--- config.mk ---
export PLATFORM = sky130hd
export DESIGN_NAME = pms_ctrl
export DESIGN_NICKNAME = d
export VERILOG_FILES = /design/src/pms_ctrl.v
export VERILOG_INCLUDE_DIRS = /design/src
export SDC_FILE = /design/constraint.sdc
export NUM_CORES = 1
export LEC_CHECK = 0
export ABC_AREA = 1
export BUFFER_PORTS_ARGS = -buffer_cell sky130_fd_sc_hd__buf_4
export CAP_MARGIN = 40
export CELL_PAD_IN_SITES_DETAIL_PLACEMENT = 1
export CELL_PAD_IN_SITES_GLOBAL_PLACEMENT = 2
export CORE_MARGIN = 2
export CORE_UTILIZATION = 31
export CTS_BUF_LIST = sky130_fd_sc_hd__clkbuf_16
export CTS_CLUSTER_DIAMETER = 60
export DETAILED_ROUTE_END_ITERATION = 7
export GPL_ROUTABILITY_DRIVEN = 0
export PLACE_DENSITY_LB_ADDON = 0.1
export SLEW_MARGIN = 20
export SYNTH_ARGS = -nofsm -noshare
export SYNTH_HDL_FRONTEND = slang
export SYNTH_SLANG_ARGS = --single-unit
--- constraint.sdc ---
create_clock -name ref_clk -period 16.75 [get_ports ref_clk]
set_input_delay 2.5125 -clock ref_clk [delete_from_list [all_inputs] [get_ports ref_clk]]
set_output_delay 2.5125 -clock ref_clk [all_outputs]
set_load 0.1 [all_outputs]
--- src/pms_defs.vh ---
`ifndef PMS_DEFS_VH
`define PMS_DEFS_VH
// ----------------------------------------
// Mode encodings
// ----------------------------------------
`define PMS_M_USR26      5'h00
`define PMS_M_FIQ26      5'h01
`define PMS_M_IRQ26      5'h02
`define PMS_M_SVC26      5'h03
`define PMS_M_USR32      5'h10
`define PMS_M_FIQ32      5'h11
`define PMS_M_IRQ32      5'h12
`define PMS_M_SVC32      5'h13
`define PMS_M_ABT32      5'h17
`define PMS_M_UND32      5'h1B
`define PMS_M_SYS32      5'h1F
// ----------------------------------------
// Status word fields and reset values
// ----------------------------------------
`define PMS_M4_BIT       4
`define PMS_T_BIT        5
`define PMS_F_BIT        6
`define PMS_I_BIT        7
`define PMS_SW_RST       32'h000000D3
`define PMS_CTRL_PROG    0
`define PMS_CTRL_DATA    1
`define PMS_CTRL_RST     2'h3
// ----------------------------------------
// Register byte offsets
// ----------------------------------------
`define PMS_OFS_CTRL     8'h04
`define PMS_OFS_STATUS   8'h08
`define PMS_OFS_SAVED    8'h0C
`define PMS_OFS_LINK     8'h10
`define PMS_OFS_PC       8'h14
// ----------------------------------------
// Exception kinds, vector is kind times four
// ----------------------------------------
`define PMS_X_RESET      3'h0
`define PMS_X_UNDEF      3'h1
`define PMS_X_SWI        3'h2
`define PMS_X_PABT       3'h3
`define PMS_X_DABT       3'h4
`define PMS_X_ADDR       3'h5
`define PMS_X_IRQ        3'h6
`define PMS_X_FIQ        3'h7
`define PMS_SWK_MSR      1'h0
`define PMS_SWK_PSR_WRITE_COMPARE     1'h1
// ----------------------------------------
// Address and offset constants
// ----------------------------------------
`define PMS_HARD_VEC_TOP 32'h0000001F
`define PMS_PC26_MASK    32'h03FFFFFC
`define PMS_PC26_KEEP    32'h03FFFFFF
`define PMS_PLUS2        32'h00000002
`define PMS_PLUS4        32'h00000004
`define PMS_PLUS8        32'h00000008
`define PMS_HAS_26BIT    1'b1
`define PMS_HAS_SYS      1'b1
`define PMS_VEC_RD_ABORT 1'b0
`endif

--- src/pms_ctrl.v ---
// Notes on behaviour
// [RULE1] 26-bit modes 00000..00011; fast interrupt mode banks registers 8 to 14.
// [RULE2] 32-bit modes 10000..11011; privileged ones bank r13, r14 and saved word.
// [RULE3] Mode 11111 is privileged system mode, user registers, no saved word.
// [RULE4] Without 26-bit support mode bit 4 reads one and ignores writes.
// [RULE5] Program and data width selects live in control register 1.
// [RULE6] Program width select on: all exceptions go to 32-bit modes.
// [RULE7] 32-bit config: mode moves via status write or compare variants.
// [RULE8] Exception from 26-bit mode: link gets pc 25..2, saved gets status.
// [RULE9] Software never sets program width without data width.
// [RULE10] Program width off: stay 26-bit, ignore mode bits 4..2, aborts to svc.
// [RULE11] 26-bit configuration limits the program counter to 64 Megabytes.
// [RULE12] 26-bit data: address exception when any top six address bits set.
// [RULE13] Data width on in 26-bit config: full 32-bit addresses, no check.
// [RULE14] 26-bit mode in 32-bit config: data write to 0x0..0x1f aborts.
// [RULE15] Whether data reads of hard vectors abort is a fixed choice.
// [RULE16] Compact state: r15 bit 0 reads zero and is ignored on write.
// [RULE17] State bit 5 selects step of four or two.
// [RULE18] Branch exchange jumps and takes state from target bit 0.
// [RULE19] Restoring status from saved word enters compact state if bit set.
// [RULE20] Software never alters the state bit by a direct status write.
// [RULE21] Exceptions enter full-width state, keeping state bit in saved word; from a 26-bit mode in 32-bit config the saved copy has bit 5 clear.
// [RULE22] Compact-state link offsets: undef/swi +2, fetch +4, data +8, irq +4.
// [RULE23] Address exception: svc link addr+4, mode 00011, irq off, jump 0x14.
//
// Implementation choices: the register offsets and the Avalon-MM interface to the registers.
`timescale 1ns/100ps
`include "pms_defs.vh"
module pms_ctrl (
  // Clock and reset
  input  wire        ref_clk,
  input  wire        rst,
  // Avalon-MM slave
  input  wire [7:0]  avs_address,
  input  wire        avs_read,
  input  wire        avs_write,
  input  wire [31:0] avs_writedata,
  input  wire [3:0]  avs_byteenable,
  output reg  [31:0] avs_readdata,
  output wire        avs_waitrequest,
  // Core events
  input  wire        exc_req,
  input  wire [2:0]  exc_kind,
  input  wire [31:0] exc_addr,
  input  wire        sw_req,
  input  wire        sw_kind,
  input  wire [31:0] sw_data,
  input  wire        restore_req,
  input  wire [31:0] restore_pc,
  input  wire        bx_req,
  input  wire [31:0] bx_target,
  input  wire        pc_we,
  input  wire [31:0] pc_wdata,
  input  wire        pc_step,
  // Data access check
  input  wire        dacc_valid,
  input  wire        dacc_write,
  input  wire [31:0] dacc_addr,
  input  wire [31:0] dacc_insn_addr,
  // State outputs
  output reg  [31:0] status_word,
  output reg  [31:0] saved_word,
  output reg         has_saved,
  output reg  [31:0] pc,
  output reg  [31:0] r15_value,
  output reg         compact,
  output reg         hi_bank_fiq,
  output reg  [2:0]  sp_lr_bank,
  output reg         program_space_width_select,
  output reg         data_space_width_select,
  // Exception results
  output reg         link_we,
  output reg  [2:0]  link_bank,
  output reg  [31:0] link_data,
  output reg         vec_valid,
  output reg  [31:0] vec_addr,
  output reg         addr_exc,
  output reg         vec_abort,
  output reg  [31:0] daddr_out
);

  // ----------------------------------------
  // Helpers
  // ----------------------------------------
  function [2:0] bank_of;
    input [4:0] m;
    begin
      case (m[3:0])
        4'h1:    bank_of = 3'h1;
        4'h2:    bank_of = 3'h2;
        4'h3:    bank_of = 3'h3;
        4'h7:    bank_of = 3'h4;
        4'hB:    bank_of = 3'h5;
        default: bank_of = 3'h0; // User and system share, no saved word [RULE3]
      endcase
    end
  endfunction

  function mode_ok;
    input [4:0] m;
    input       p32;
    begin
      case (m)
        `PMS_M_USR26, `PMS_M_FIQ26,
        `PMS_M_IRQ26, `PMS_M_SVC26: mode_ok = `PMS_HAS_26BIT; // [RULE1]
        `PMS_M_USR32, `PMS_M_FIQ32, `PMS_M_IRQ32,
        `PMS_M_SVC32, `PMS_M_ABT32, `PMS_M_UND32: mode_ok = p32; // [RULE2]
        `PMS_M_SYS32: mode_ok = p32 & `PMS_HAS_SYS; // [RULE3]
        default: mode_ok = 1'b0;
      endcase
    end
  endfunction

  function [4:0] exc_mode;
    input [2:0] k;
    input       p32;
    begin
      case (k)
        `PMS_X_FIQ:   exc_mode = p32 ? `PMS_M_FIQ32 : `PMS_M_FIQ26;
        `PMS_X_IRQ:   exc_mode = p32 ? `PMS_M_IRQ32 : `PMS_M_IRQ26;
        `PMS_X_UNDEF: exc_mode = p32 ? `PMS_M_UND32 : `PMS_M_SVC26; // [RULE6] [RULE10]
        `PMS_X_PABT,
        `PMS_X_DABT:  exc_mode = p32 ? `PMS_M_ABT32 : `PMS_M_SVC26; // [RULE6] [RULE10]
        // Address faults arise only in 26-bit config, so this is svc26 in practice
        `PMS_X_ADDR:  exc_mode = p32 ? `PMS_M_SVC32 : `PMS_M_SVC26; // [RULE6] [RULE23]
        default:      exc_mode = p32 ? `PMS_M_SVC32 : `PMS_M_SVC26; // [RULE6]
      endcase
    end
  endfunction

  // ----------------------------------------
  // Bank of saved words, index = bank - 1
  // ----------------------------------------
  // Reset value of the width selects, split per bit
  localparam [1:0] CTRL_RST = `PMS_CTRL_RST;
  reg  [31:0] saved_mem [0:4];
  reg  [31:0] link_last;
  reg         ack;

  wire [2:0]  cur_bank = bank_of(status_word[4:0]);
  wire [31:0] cur_saved = (cur_bank == 3'h0) ? 32'h0 : saved_mem[cur_bank - 3'h1];
  wire        cur_t = status_word[`PMS_T_BIT];
  wire        priv = (status_word[4:0] != `PMS_M_USR26) && (status_word[4:0] != `PMS_M_USR32);

  // ----------------------------------------
  // Data address checks
  // ----------------------------------------
  // Address faults only exist in 26-bit data space [RULE12] [RULE13]
  wire addr_fault = dacc_valid & ~program_space_width_select & ~data_space_width_select & (|dacc_addr[31:26]); // [RULE12]
  wire in_vec = (dacc_addr <= `PMS_HARD_VEC_TOP);
  // Only flagged here; the core must still raise the data abort
  wire vec_fault = dacc_valid & program_space_width_select & ~status_word[`PMS_M4_BIT] & in_vec &
                   (dacc_write | `PMS_VEC_RD_ABORT); // [RULE14] [RULE15]

  // ----------------------------------------
  // Next state
  // ----------------------------------------
  reg  [31:0] next_sw;
  reg  [31:0] next_pc;
  reg         next_sv_we;
  reg  [2:0]  next_sv_bank;
  reg  [31:0] next_sv_data;
  reg         next_lk_we;
  reg  [31:0] next_lk;
  reg         next_vec_valid;
  reg  [31:0] next_vec;
  reg  [2:0]  kind;
  reg  [31:0] xaddr;
  reg  [4:0]  m;
  reg         from26;

  always @* begin
    next_sw = status_word;
    next_pc = pc;
    next_sv_we = 1'b0;
    next_sv_bank = 3'h0;
    next_sv_data = 32'h0;
    next_lk_we = 1'b0;
    next_lk = 32'h0;
    next_vec_valid = 1'b0;
    next_vec = 32'h0;
    kind = exc_req ? exc_kind : `PMS_X_ADDR;
    xaddr = exc_req ? exc_addr : dacc_insn_addr;
    m = status_word[4:0];
    from26 = program_space_width_select & ~status_word[`PMS_M4_BIT];
    if (exc_req | addr_fault) begin
      m = exc_mode(kind, program_space_width_select);
      if (!`PMS_HAS_26BIT)
        m[4] = 1'b1; // [RULE4]
      case (kind)
        `PMS_X_UNDEF,
        `PMS_X_SWI:  next_lk = xaddr + (cur_t ? `PMS_PLUS2 : `PMS_PLUS4); // [RULE22]
        `PMS_X_DABT: next_lk = xaddr + `PMS_PLUS8; // [RULE22]
        `PMS_X_RESET: next_lk = 32'h0;
        default:     next_lk = xaddr + `PMS_PLUS4; // [RULE22] [RULE23]
      endcase
      // Only the pc field survives a 26-bit origin in 32-bit config
      if (from26)
        next_lk = next_lk & `PMS_PC26_MASK; // [RULE8]
      next_lk_we = (kind != `PMS_X_RESET);
      next_sv_we = (kind != `PMS_X_RESET) && (bank_of(m) != 3'h0);
      next_sv_bank = bank_of(m);
      next_sv_data = from26 ? {status_word[31:28], 20'h0, status_word[7:6], 4'h0, status_word[1:0]}
                            : status_word; // [RULE8] [RULE21]
      next_sw = {status_word[31:8], 1'b1,
                 (kind == `PMS_X_FIQ) | (kind == `PMS_X_RESET) | status_word[`PMS_F_BIT],
                 1'b0, m}; // [RULE21] [RULE23]
      next_vec_valid = 1'b1;
      next_vec = {27'h0, kind, 2'h0}; // [RULE23]
      next_pc = next_vec;
    end else if (restore_req) begin
      // User and system have no saved word, so only the pc moves
      if (cur_bank != 3'h0) begin
        m = program_space_width_select ? cur_saved[4:0] : {status_word[4:2], cur_saved[1:0]};
        if (!`PMS_HAS_26BIT)
          m[4] = 1'b1;
        next_sw = {cur_saved[31:5], mode_ok(m, program_space_width_select) ? m : status_word[4:0]}; // [RULE19]
      end
      next_pc = next_sw[`PMS_T_BIT] ? {restore_pc[31:1], 1'b0} : {restore_pc[31:2], 2'h0};
    end else if (sw_req) begin
      // Flags follow the write in every mode, user included, except compare variants in 32-bit modes
      next_sw[31:28] = sw_data[31:28];
      if (sw_kind == `PMS_SWK_PSR_WRITE_COMPARE) begin
        // Compare variants only move between 26-bit modes [RULE7]
        if (!status_word[`PMS_M4_BIT] && priv) begin
          next_sw[7:6] = sw_data[7:6];
          next_sw[1:0] = sw_data[1:0];
        end else if (status_word[`PMS_M4_BIT])
          next_sw[31:28] = status_word[31:28];
      end else if (priv) begin
        next_sw[7:6] = sw_data[7:6];
        m = program_space_width_select ? sw_data[4:0] : {status_word[4:2], sw_data[1:0]}; // [RULE7] [RULE10]
        if (!`PMS_HAS_26BIT)
          m[4] = 1'b1; // [RULE4]
        if (mode_ok(m, program_space_width_select))
          next_sw[4:0] = m;
      end
      // State bit is never taken from a direct write [RULE20]
      next_sw[`PMS_T_BIT] = status_word[`PMS_T_BIT];
    end else if (bx_req) begin
      next_sw[`PMS_T_BIT] = bx_target[0]; // [RULE18]
      next_pc = bx_target[0] ? {bx_target[31:1], 1'b0} : {bx_target[31:2], 2'h0};
    end else if (pc_we) begin
      // Low pc bits are dropped, never trapped
      next_pc = cur_t ? {pc_wdata[31:1], 1'b0} : {pc_wdata[31:2], 2'h0}; // [RULE16]
    end else if (pc_step) begin
      next_pc = pc + (cur_t ? `PMS_PLUS2 : `PMS_PLUS4); // [RULE17]
    end
    if (!program_space_width_select)
      next_pc = next_pc & `PMS_PC26_KEEP; // [RULE11]
  end

  // ----------------------------------------
  // Avalon slave, one wait state per access
  // ----------------------------------------
  // Trades a cycle per access for registered read data
  assign avs_waitrequest = (avs_read | avs_write) & ~ack;

  reg [31:0] rd_mux;
  always @* begin
    case (avs_address & 8'hFC)
      `PMS_OFS_CTRL:   rd_mux = {30'h0, data_space_width_select, program_space_width_select}; // [RULE5]
      `PMS_OFS_STATUS: rd_mux = status_word;
      `PMS_OFS_SAVED:  rd_mux = saved_word;
      `PMS_OFS_LINK:   rd_mux = link_last;
      `PMS_OFS_PC:     rd_mux = pc;
      default:         rd_mux = 32'h0;
    endcase
  end

  always @(posedge ref_clk or posedge rst) begin
    if (rst) begin
      ack <= 1'b0;
      avs_readdata <= 32'h0;
      program_space_width_select <= CTRL_RST[`PMS_CTRL_PROG];
      data_space_width_select <= CTRL_RST[`PMS_CTRL_DATA];
    end else begin
      ack <= (avs_read | avs_write) & ~ack;
      if (avs_read & ~ack)
        avs_readdata <= rd_mux;
      // Write lands on the edge at which the master sees waitrequest low
      if (avs_write & ack && (avs_address & 8'hFC) == `PMS_OFS_CTRL && avs_byteenable[0]) begin
        program_space_width_select <= avs_writedata[`PMS_CTRL_PROG]; // [RULE5]
        data_space_width_select <= avs_writedata[`PMS_CTRL_DATA]; // [RULE5]
      end
    end
  end

  // ----------------------------------------
  // State registers
  // ----------------------------------------
  integer i;
  always @(posedge ref_clk or posedge rst) begin
    if (rst) begin
      status_word <= `PMS_SW_RST;
      pc <= 32'h0;
      r15_value <= `PMS_PLUS8;
      compact <= 1'b0;
      hi_bank_fiq <= 1'b0;
      sp_lr_bank <= 3'h3;
      saved_word <= 32'h0;
      has_saved <= 1'b1;
      link_we <= 1'b0;
      link_bank <= 3'h0;
      link_data <= 32'h0;
      link_last <= 32'h0;
      vec_valid <= 1'b0;
      vec_addr <= 32'h0;
      addr_exc <= 1'b0;
      vec_abort <= 1'b0;
      daddr_out <= 32'h0;
      for (i = 0; i < 5; i = i + 1)
        saved_mem[i] <= 32'h0;
    end else begin
      status_word <= next_sw;
      pc <= next_pc;
      // Compact reads show bit 0 clear at pc + 4 [RULE16]
      r15_value <= next_sw[`PMS_T_BIT] ? ({next_pc[31:1], 1'b0} + `PMS_PLUS4) : (next_pc + `PMS_PLUS8);
      compact <= next_sw[`PMS_T_BIT]; // [RULE17]
      hi_bank_fiq <= (bank_of(next_sw[4:0]) == 3'h1); // [RULE1]
      sp_lr_bank <= bank_of(next_sw[4:0]); // [RULE2]
      has_saved <= (bank_of(next_sw[4:0]) != 3'h0); // [RULE3]
      // Saved word bypasses the bank so a new entry shows at once
      saved_word <= (next_sv_we && next_sv_bank == bank_of(next_sw[4:0])) ? next_sv_data :
                    ((bank_of(next_sw[4:0]) == 3'h0) ? 32'h0 : saved_mem[bank_of(next_sw[4:0]) - 3'h1]);
      if (next_sv_we)
        saved_mem[next_sv_bank - 3'h1] <= next_sv_data; // [RULE2] [RULE21]
      link_we <= next_lk_we;
      link_bank <= bank_of(next_sw[4:0]);
      // Link value is kept across reset entries
      if (next_lk_we) begin
        link_data <= next_lk;
        link_last <= next_lk;
      end
      vec_valid <= next_vec_valid;
      vec_addr <= next_vec;
      // A fault beside a core exception is lost; the exception wins
      addr_exc <= addr_fault & ~exc_req; // [RULE12]
      vec_abort <= vec_fault; // [RULE14]
      if (dacc_valid)
        daddr_out <= dacc_addr; // [RULE13]
    end
  end

endmodule // pms_ctrl

# Word-level counts from Yosys, hierarchy flattened
# Index checks and enable logic that the tools add are counted.
dict set report word_totals {
  ff_bits 432
  latchBits 0
  ram_bits 0
  rom_bits 0
  inputBits 284
  output_inout_bits 272
  mem_count 0
}
dict set report classes {
  addsub 9
  multipliers 0
  n_div 0
  magnitude_cmp 5
  eq_ne 54
  n_shift 0
  mux 83
  bitwise_logic 25
  n_reduce_logical 34
}
# op n
set op_table {}
lappend op_table {{$mux 32} 23}
lappend op_table {{$bmux 32 s3} 2}
lappend op_table {{$bwmux 160} 1}
lappend op_table {{$pmux 32 s5} 1}
lappend op_table {{$demux 32 s3} 1}
lappend op_table {{$pmux 32 s3} 1}
lappend op_table {{$eq 5x5->1 const B} 14}
lappend op_table {{$mux 5} 13}
lappend op_table {{$add 32x3->32 const B} 2}
lappend op_table {{$add 32x4->32 const B} 2}
lappend op_table {{$pmux 3 s5} 3}
lappend op_table {{$add 32x3->32} 1}
lappend op_table {{$add 32x32->32} 1}
lappend op_table {{$le 32x5->1 const B} 1}
lappend op_table {{$mux 28} 1}
lappend op_table {{$eq 4x2->1 const B} 6}
lappend op_table {{$reduce_bool 3->1} 7}
lappend op_table {{$eq 5x2->1 const B} 4}
lappend op_table {{$mux 4} 5}
lappend op_table {{$pmux 5 s4} 1}
lappend op_table {{$mux 2} 9}
lappend op_table {{$mux 8} 2}
lappend op_table {{$mux 3} 5}
lappend op_table {{$reduce_or 7->1} 2}
lappend op_table {{37 further kinds} 102}

# Longest topological paths before layout
dict set report logic_depth {
  word_depth 30
  ltp_mapped 37
}

# Least setup slack after synthesis
# Ideal clock, no wire load.
dict set report synth_path {
  path_type {input-to-output}
  from {input avs_write}
  to {output avs_waitrequest}
  arrival_ns 3.824
  required_time_ns 14.237
  path_slack_ns 10.413
  path_stages 2
  cell_sequence {nor2_1 -> nor2_1}
}
dict set report synth_between {
  elab_chain_len 2
}
# item line_no
set synth_rtl {}
lappend synth_rtl {{start, declared} pms_ctrl.v:36} ;# input wire avs_write,
lappend synth_rtl {{$or 1x1->1} pms_ctrl.v:257} ;# assign avs_waitrequest = (avs_read | avs_write) & ~ack;
lappend synth_rtl {{$and 1x1->1} pms_ctrl.v:257}
lappend synth_rtl {{end, declared} pms_ctrl.v:40} ;# output wire avs_waitrequest,
# No other way between the ends.

# Worst setup path in the final report
dict set report layout_path {
  from {register status_word[0]}
  to {register saved_word[13]}
}
dict set report layout_between {
  elab_chain_len 30
  word_cells_on_any_way 64
  classes_between {add/sub: 2; eq/ne: 22; mux: 28; bitwise: 2; reduce/logical: 10}
}
# item line_no
set layout_rtl {}
lappend layout_rtl {{start, declared} pms_ctrl.v:61} ;# output reg [31:0] status_word,
lappend layout_rtl {{start signal, assigned} pms_ctrl.v:295} ;# status_word <= `PMS_SW_RST;
lappend layout_rtl {{start signal, assigned} pms_ctrl.v:315} ;# status_word <= next_sw;
lappend layout_rtl {{$eq 4x4->1, or another cell as far along} pms_ctrl.v:88} ;# case (m[3:0])
lappend layout_rtl {{$pmux 3 s5} pms_ctrl.v:88}
lappend layout_rtl {{$sub 3x1->3} pms_ctrl.v:141} ;# wire [31:0] cur_saved = (cur_bank == 3'h0) ? 32'h0 : saved_mem[cur_bank - 3'h1];
lappend layout_rtl {{$not 3->4 (implied by the code)} pms_ctrl.v:141}
lappend layout_rtl {{$bmux 32 s3} pms_ctrl.v:141}
lappend layout_rtl {{$mux 32 (implied by the code) (2 in a row)} pms_ctrl.v:141}
lappend layout_rtl {{$mux 32} pms_ctrl.v:141}
lappend layout_rtl {{$mux 5} pms_ctrl.v:214} ;# m = program_space_width_select ? cur_saved[4:0] : {status_word[4:2], cur_saved[1:0]};
lappend layout_rtl {{(+12 left out)} --}
lappend layout_rtl {{$eq 4x4->1, or another cell as far along} pms_ctrl.v:88}
lappend layout_rtl {{$pmux 3 s5 *} pms_ctrl.v:88}
lappend layout_rtl {{$sub 3x1->3} pms_ctrl.v:325} ;# ((bank_of(next_sw[4:0]) == 3'h0) ? 32'h0 : saved_mem[bank_of(next_sw[4:0]) - 3'h1]);
lappend layout_rtl {{$not 3->4 (implied by the code)} pms_ctrl.v:325}
lappend layout_rtl {{$bmux 32 s3} pms_ctrl.v:325}
lappend layout_rtl {{$mux 32 (implied by the code) (2 in a row)} pms_ctrl.v:325}
lappend layout_rtl {{$mux 32} pms_ctrl.v:325}
lappend layout_rtl {{$mux 32 *} pms_ctrl.v:324} ;# saved_word <= (next_sv_we && next_sv_bank == bank_of(next_sw[4:0])) ? next_sv_data :
lappend layout_rtl {{end signal, assigned} pms_ctrl.v:324}
lappend layout_rtl {{end, declared} pms_ctrl.v:62} ;# output reg [31:0] saved_word,
# Every way passes the cells marked *; elsewhere a longest branch is shown, timed or not. The select of a mux whose other input is x is not followed.
# A chain may end at the register's enable or synchronous reset.

==> flow_metrics.tcl <==
set metrics [dict create \
    fin_nets 4080 \
    die_h_microns 286 \
    rows 103 \
    dpl.cell_count 4769 \
    async_reset_ff_share_pct 100 \
    netlist_instances 3378 \
    cts-root-buf "clkbuf_16" \
    via_per_inst 5.41 \
    syn_area_per_cell_sq_um 7.32 \
    cts.hold.buffers_added 0 \
    hpwl_mm 91.5 \
    intPower_mw 2.85 \
    status "completed" \
    hold_violations 0 \
    leakagePower_nw 15.0 \
    cts_max_level 2 \
    ant_nets 0 \
    p_seq_share_pct 24.1 \
    critPathKind "flop to flop" \
    grt_max_degree 160 \
    finalSetupTns_ns 0 \
    drtIter0Drc 1814 \
    slowest_delay_ns 0.61 \
    rsz0062_at_grt "false" \
    clkTransAtPathRegs_ns 0.06 \
    required_ns 17.31 \
    clkPwrFrac_pct 19.1 \
    crit_family "buffers and inverters" \
    portBuffers 468 \
    clkLatencyLatePin_ns 0.63 \
    yosys-top-cells-count "765 x nand2_1, 389 x dfrtp_1, 357 x inv_1" \
    area_growth_pct 26.0 \
    n_antenna_cell 0 \
    critPathSlowestCell "buf_4" \
    cts_tree "built" \
    layout_setup_ws_ns 9.28 \
    num_vias 26300 \
    grtUsageTotal_pct 30.1 \
    synth-edff-count 0 \
    crit_arrival_ns 8.03 \
    setup_viol 0 \
    wl_per_cell_microns 25.8 \
    start_util_pct 31.3 \
    drc 0 \
    path_buf_inv 12 \
    cts_made_buffers 57 \
    relSlewSlack_pct 36.5 \
    routed.top_layer "met5" \
    core_sq_mm 0.0790 \
    postCtsSetupRepairBufs 0 \
    layout.cells.non_filler 4874 \
    fin_skew_ns 0.0234 \
    grt.overflow.total 0 \
    cp-end-kind "flop" \
    power.switching_mw 3.45 \
    post-route-period-util_pct 44.6 \
    yosysSeqAreaShare_pct 40.5 \
    cts_resized 0 \
    combPwrFrac_pct 56.9 \
    hold_path.class "flop to flop" \
    finalMaxSlewViolations 0 \
    sw_frac_of_total_pct 54.7 \
    tightest_slew_ns 0.953 \
    ys_top_cells_by_area "dfrtp_1 39%, nand2_1 12%, o21ai_0 6.6%" \
    met2_length_mm 61.1 \
    cts_num_sinks 400 \
    max_cap_violations 0 \
    netlist_area_sq_mm 0.0247 \
    ios 556 \
    start_kind "flop" \
    worstPathMaxFanout 47 \
    synthDistinctLibCells 62 \
    layout-drive-gt1-share_pct 20.4 \
    antenna_found_initial 2 \
    cts_buffer_depth 3 \
    cpMostUsedCell "nand2_1" \
    power_density_mw_per_mm2 202 \
    synth_seq_cells 400 \
    synth_most_common_cell "nand2_1" \
    die-area_sq_mm 0.0820 \
    synth_ff_type "dfrtp_1" \
    die_x_microns 286 \
    max_freq_ghz 0.134 \
    ys_warn_count 0 \
    wl_met1_mm 54.3 \
    drt_wl_total_mm 126 \
    final_core_utilization_pct 39.4 \
    peakVddDrop_mv 0.122 \
    place_ws_ns 8.78 \
    met3_wirelength_mm 6.47 \
    grt_pass1_wl_mm 185 \
    drt_pre_antenna_iters 7 \
    synth_top_area_share_pct 39.4 \
    grt_pass1_vias 27500 \
    synth.largest_area_cell "dfrtp_1" \
    post-route-min-period_ns 7.47 \
    holdWs_ns 0.476 \
]
## per-layer routing
| layer | track usage [%] | up-vias |
|---|---|---|
| met5 | 0 | - |
| met4 | 9.36 | 2 |
| met3 | 3.69 | 186 |
| met2 | 51.9 | 826 |
| met1 | 39.3 | 13400 |
| li1 | - | 12000 |
## tightest hold or removal path: stages (launching register included)
cell     delay (ns)
dfrtp_1        0.34
nand2_1        0.05
nand2_1        0.05
## cell families after synthesis
group / after synthesis / share of synthesized area [%]
mux: 88 / 3.99
simple gates: 1538 / 26.9
buf+inv: 617 / 10.4
flops: 400 / 40.5
xor+xnor: 54 / 1.91
fa+ha+maj: 16 / 0.870
other cells: 1 / 0.0152
compound gates: 664 / 15.3
## sequential cells by signal (all words and copies together), names as in the netlist, 2 cells and up
name          flops
link_data        32
pc               31
vec_addr          3
saved_word       32
link_bank         3
daddr_out        32
avs_readdata     32
sp_lr_bank        2
saved_mem       160
status_word      32
r15_value        32
## worst paths after layout
kind | from | end | slack, ns | cells after the start
hold reg to reg | daddr_out[15]$_DFFE_PP0P_ | daddr_out[15]$_DFFE_PP0P_ | 0.48 | 2
min in group asynchronous | rst | saved_mem[97]$_DFFE_PP0P_ | 1.82 | 2
max in group asynchronous | rst | r15_value[6]$_DFF_PP0_ | 13.41 | 5
hold / removal | daddr_out[15]$_DFFE_PP0P_ | daddr_out[15]$_DFFE_PP0P_ | 0.48 | 2
setup reg to reg | status_word[0]$_DFF_PP1_ | saved_word[13]$_DFF_PP0_ | 9.28 | 33
setup / recovery | status_word[0]$_DFF_PP1_ | saved_word[13]$_DFF_PP0_ | 9.28 | 33
## power groups by stage
stage	sequential (mW)	combinational (mW)	clock [mW]
2_1_floorplan	2.22	1.68	0
3_3_place_gp	1.51	3.45	0
3_5_place_dp	1.53	3.56	0
4_1_cts	1.51	3.57	1.23
5_1_grt	1.55	3.86	1.26
6_report	1.52	3.58	1.20
## layout by cell type, fill, tap and decap left out, types with 29 or more instances in the layout
master / Yosys / layout
a21oi_1: 128 / 128
buf_4: 40 / 514
clkbuf_16: 0 / 58
clkinv_1: 33 / 44
conb_1: 1 / 29
dfrtp_1: 389 / 389
inv_1: 357 / 362
mux2_2: 72 / 72
nand2_1: 765 / 763
nand3_1: 305 / 305
nand4_1: 66 / 66
nor2_1: 270 / 263
nor3_1: 64 / 62
o211ai_1: 33 / 33
o21ai_0: 326 / 325
o22ai_1: 51 / 51
or2_2: 30 / 30
xor2_1: 42 / 42
## through the flow
stage	power, mW	area (sq um)
2_1_floorplan	3.90	24800
3_3_place_gp	4.96	29000
3_5_place_dp	5.09	29300
4_1_cts	6.32	31100
5_1_grt	6.67	31200
6_report	6.30	31200
## area by class of cell
cell class	count	area, sq um
Tap cell	1050	1310
Timing Repair Buffer	530	4170
Clock buffer	58	1450
Sequential cell	400	10000
Multi-Input combinational cell	2389	12300
Clock inverter	45	395
Inverter	402	1520
Fill cell	9740	47800
Note: power is estimated with default switching activity, not from simulation.
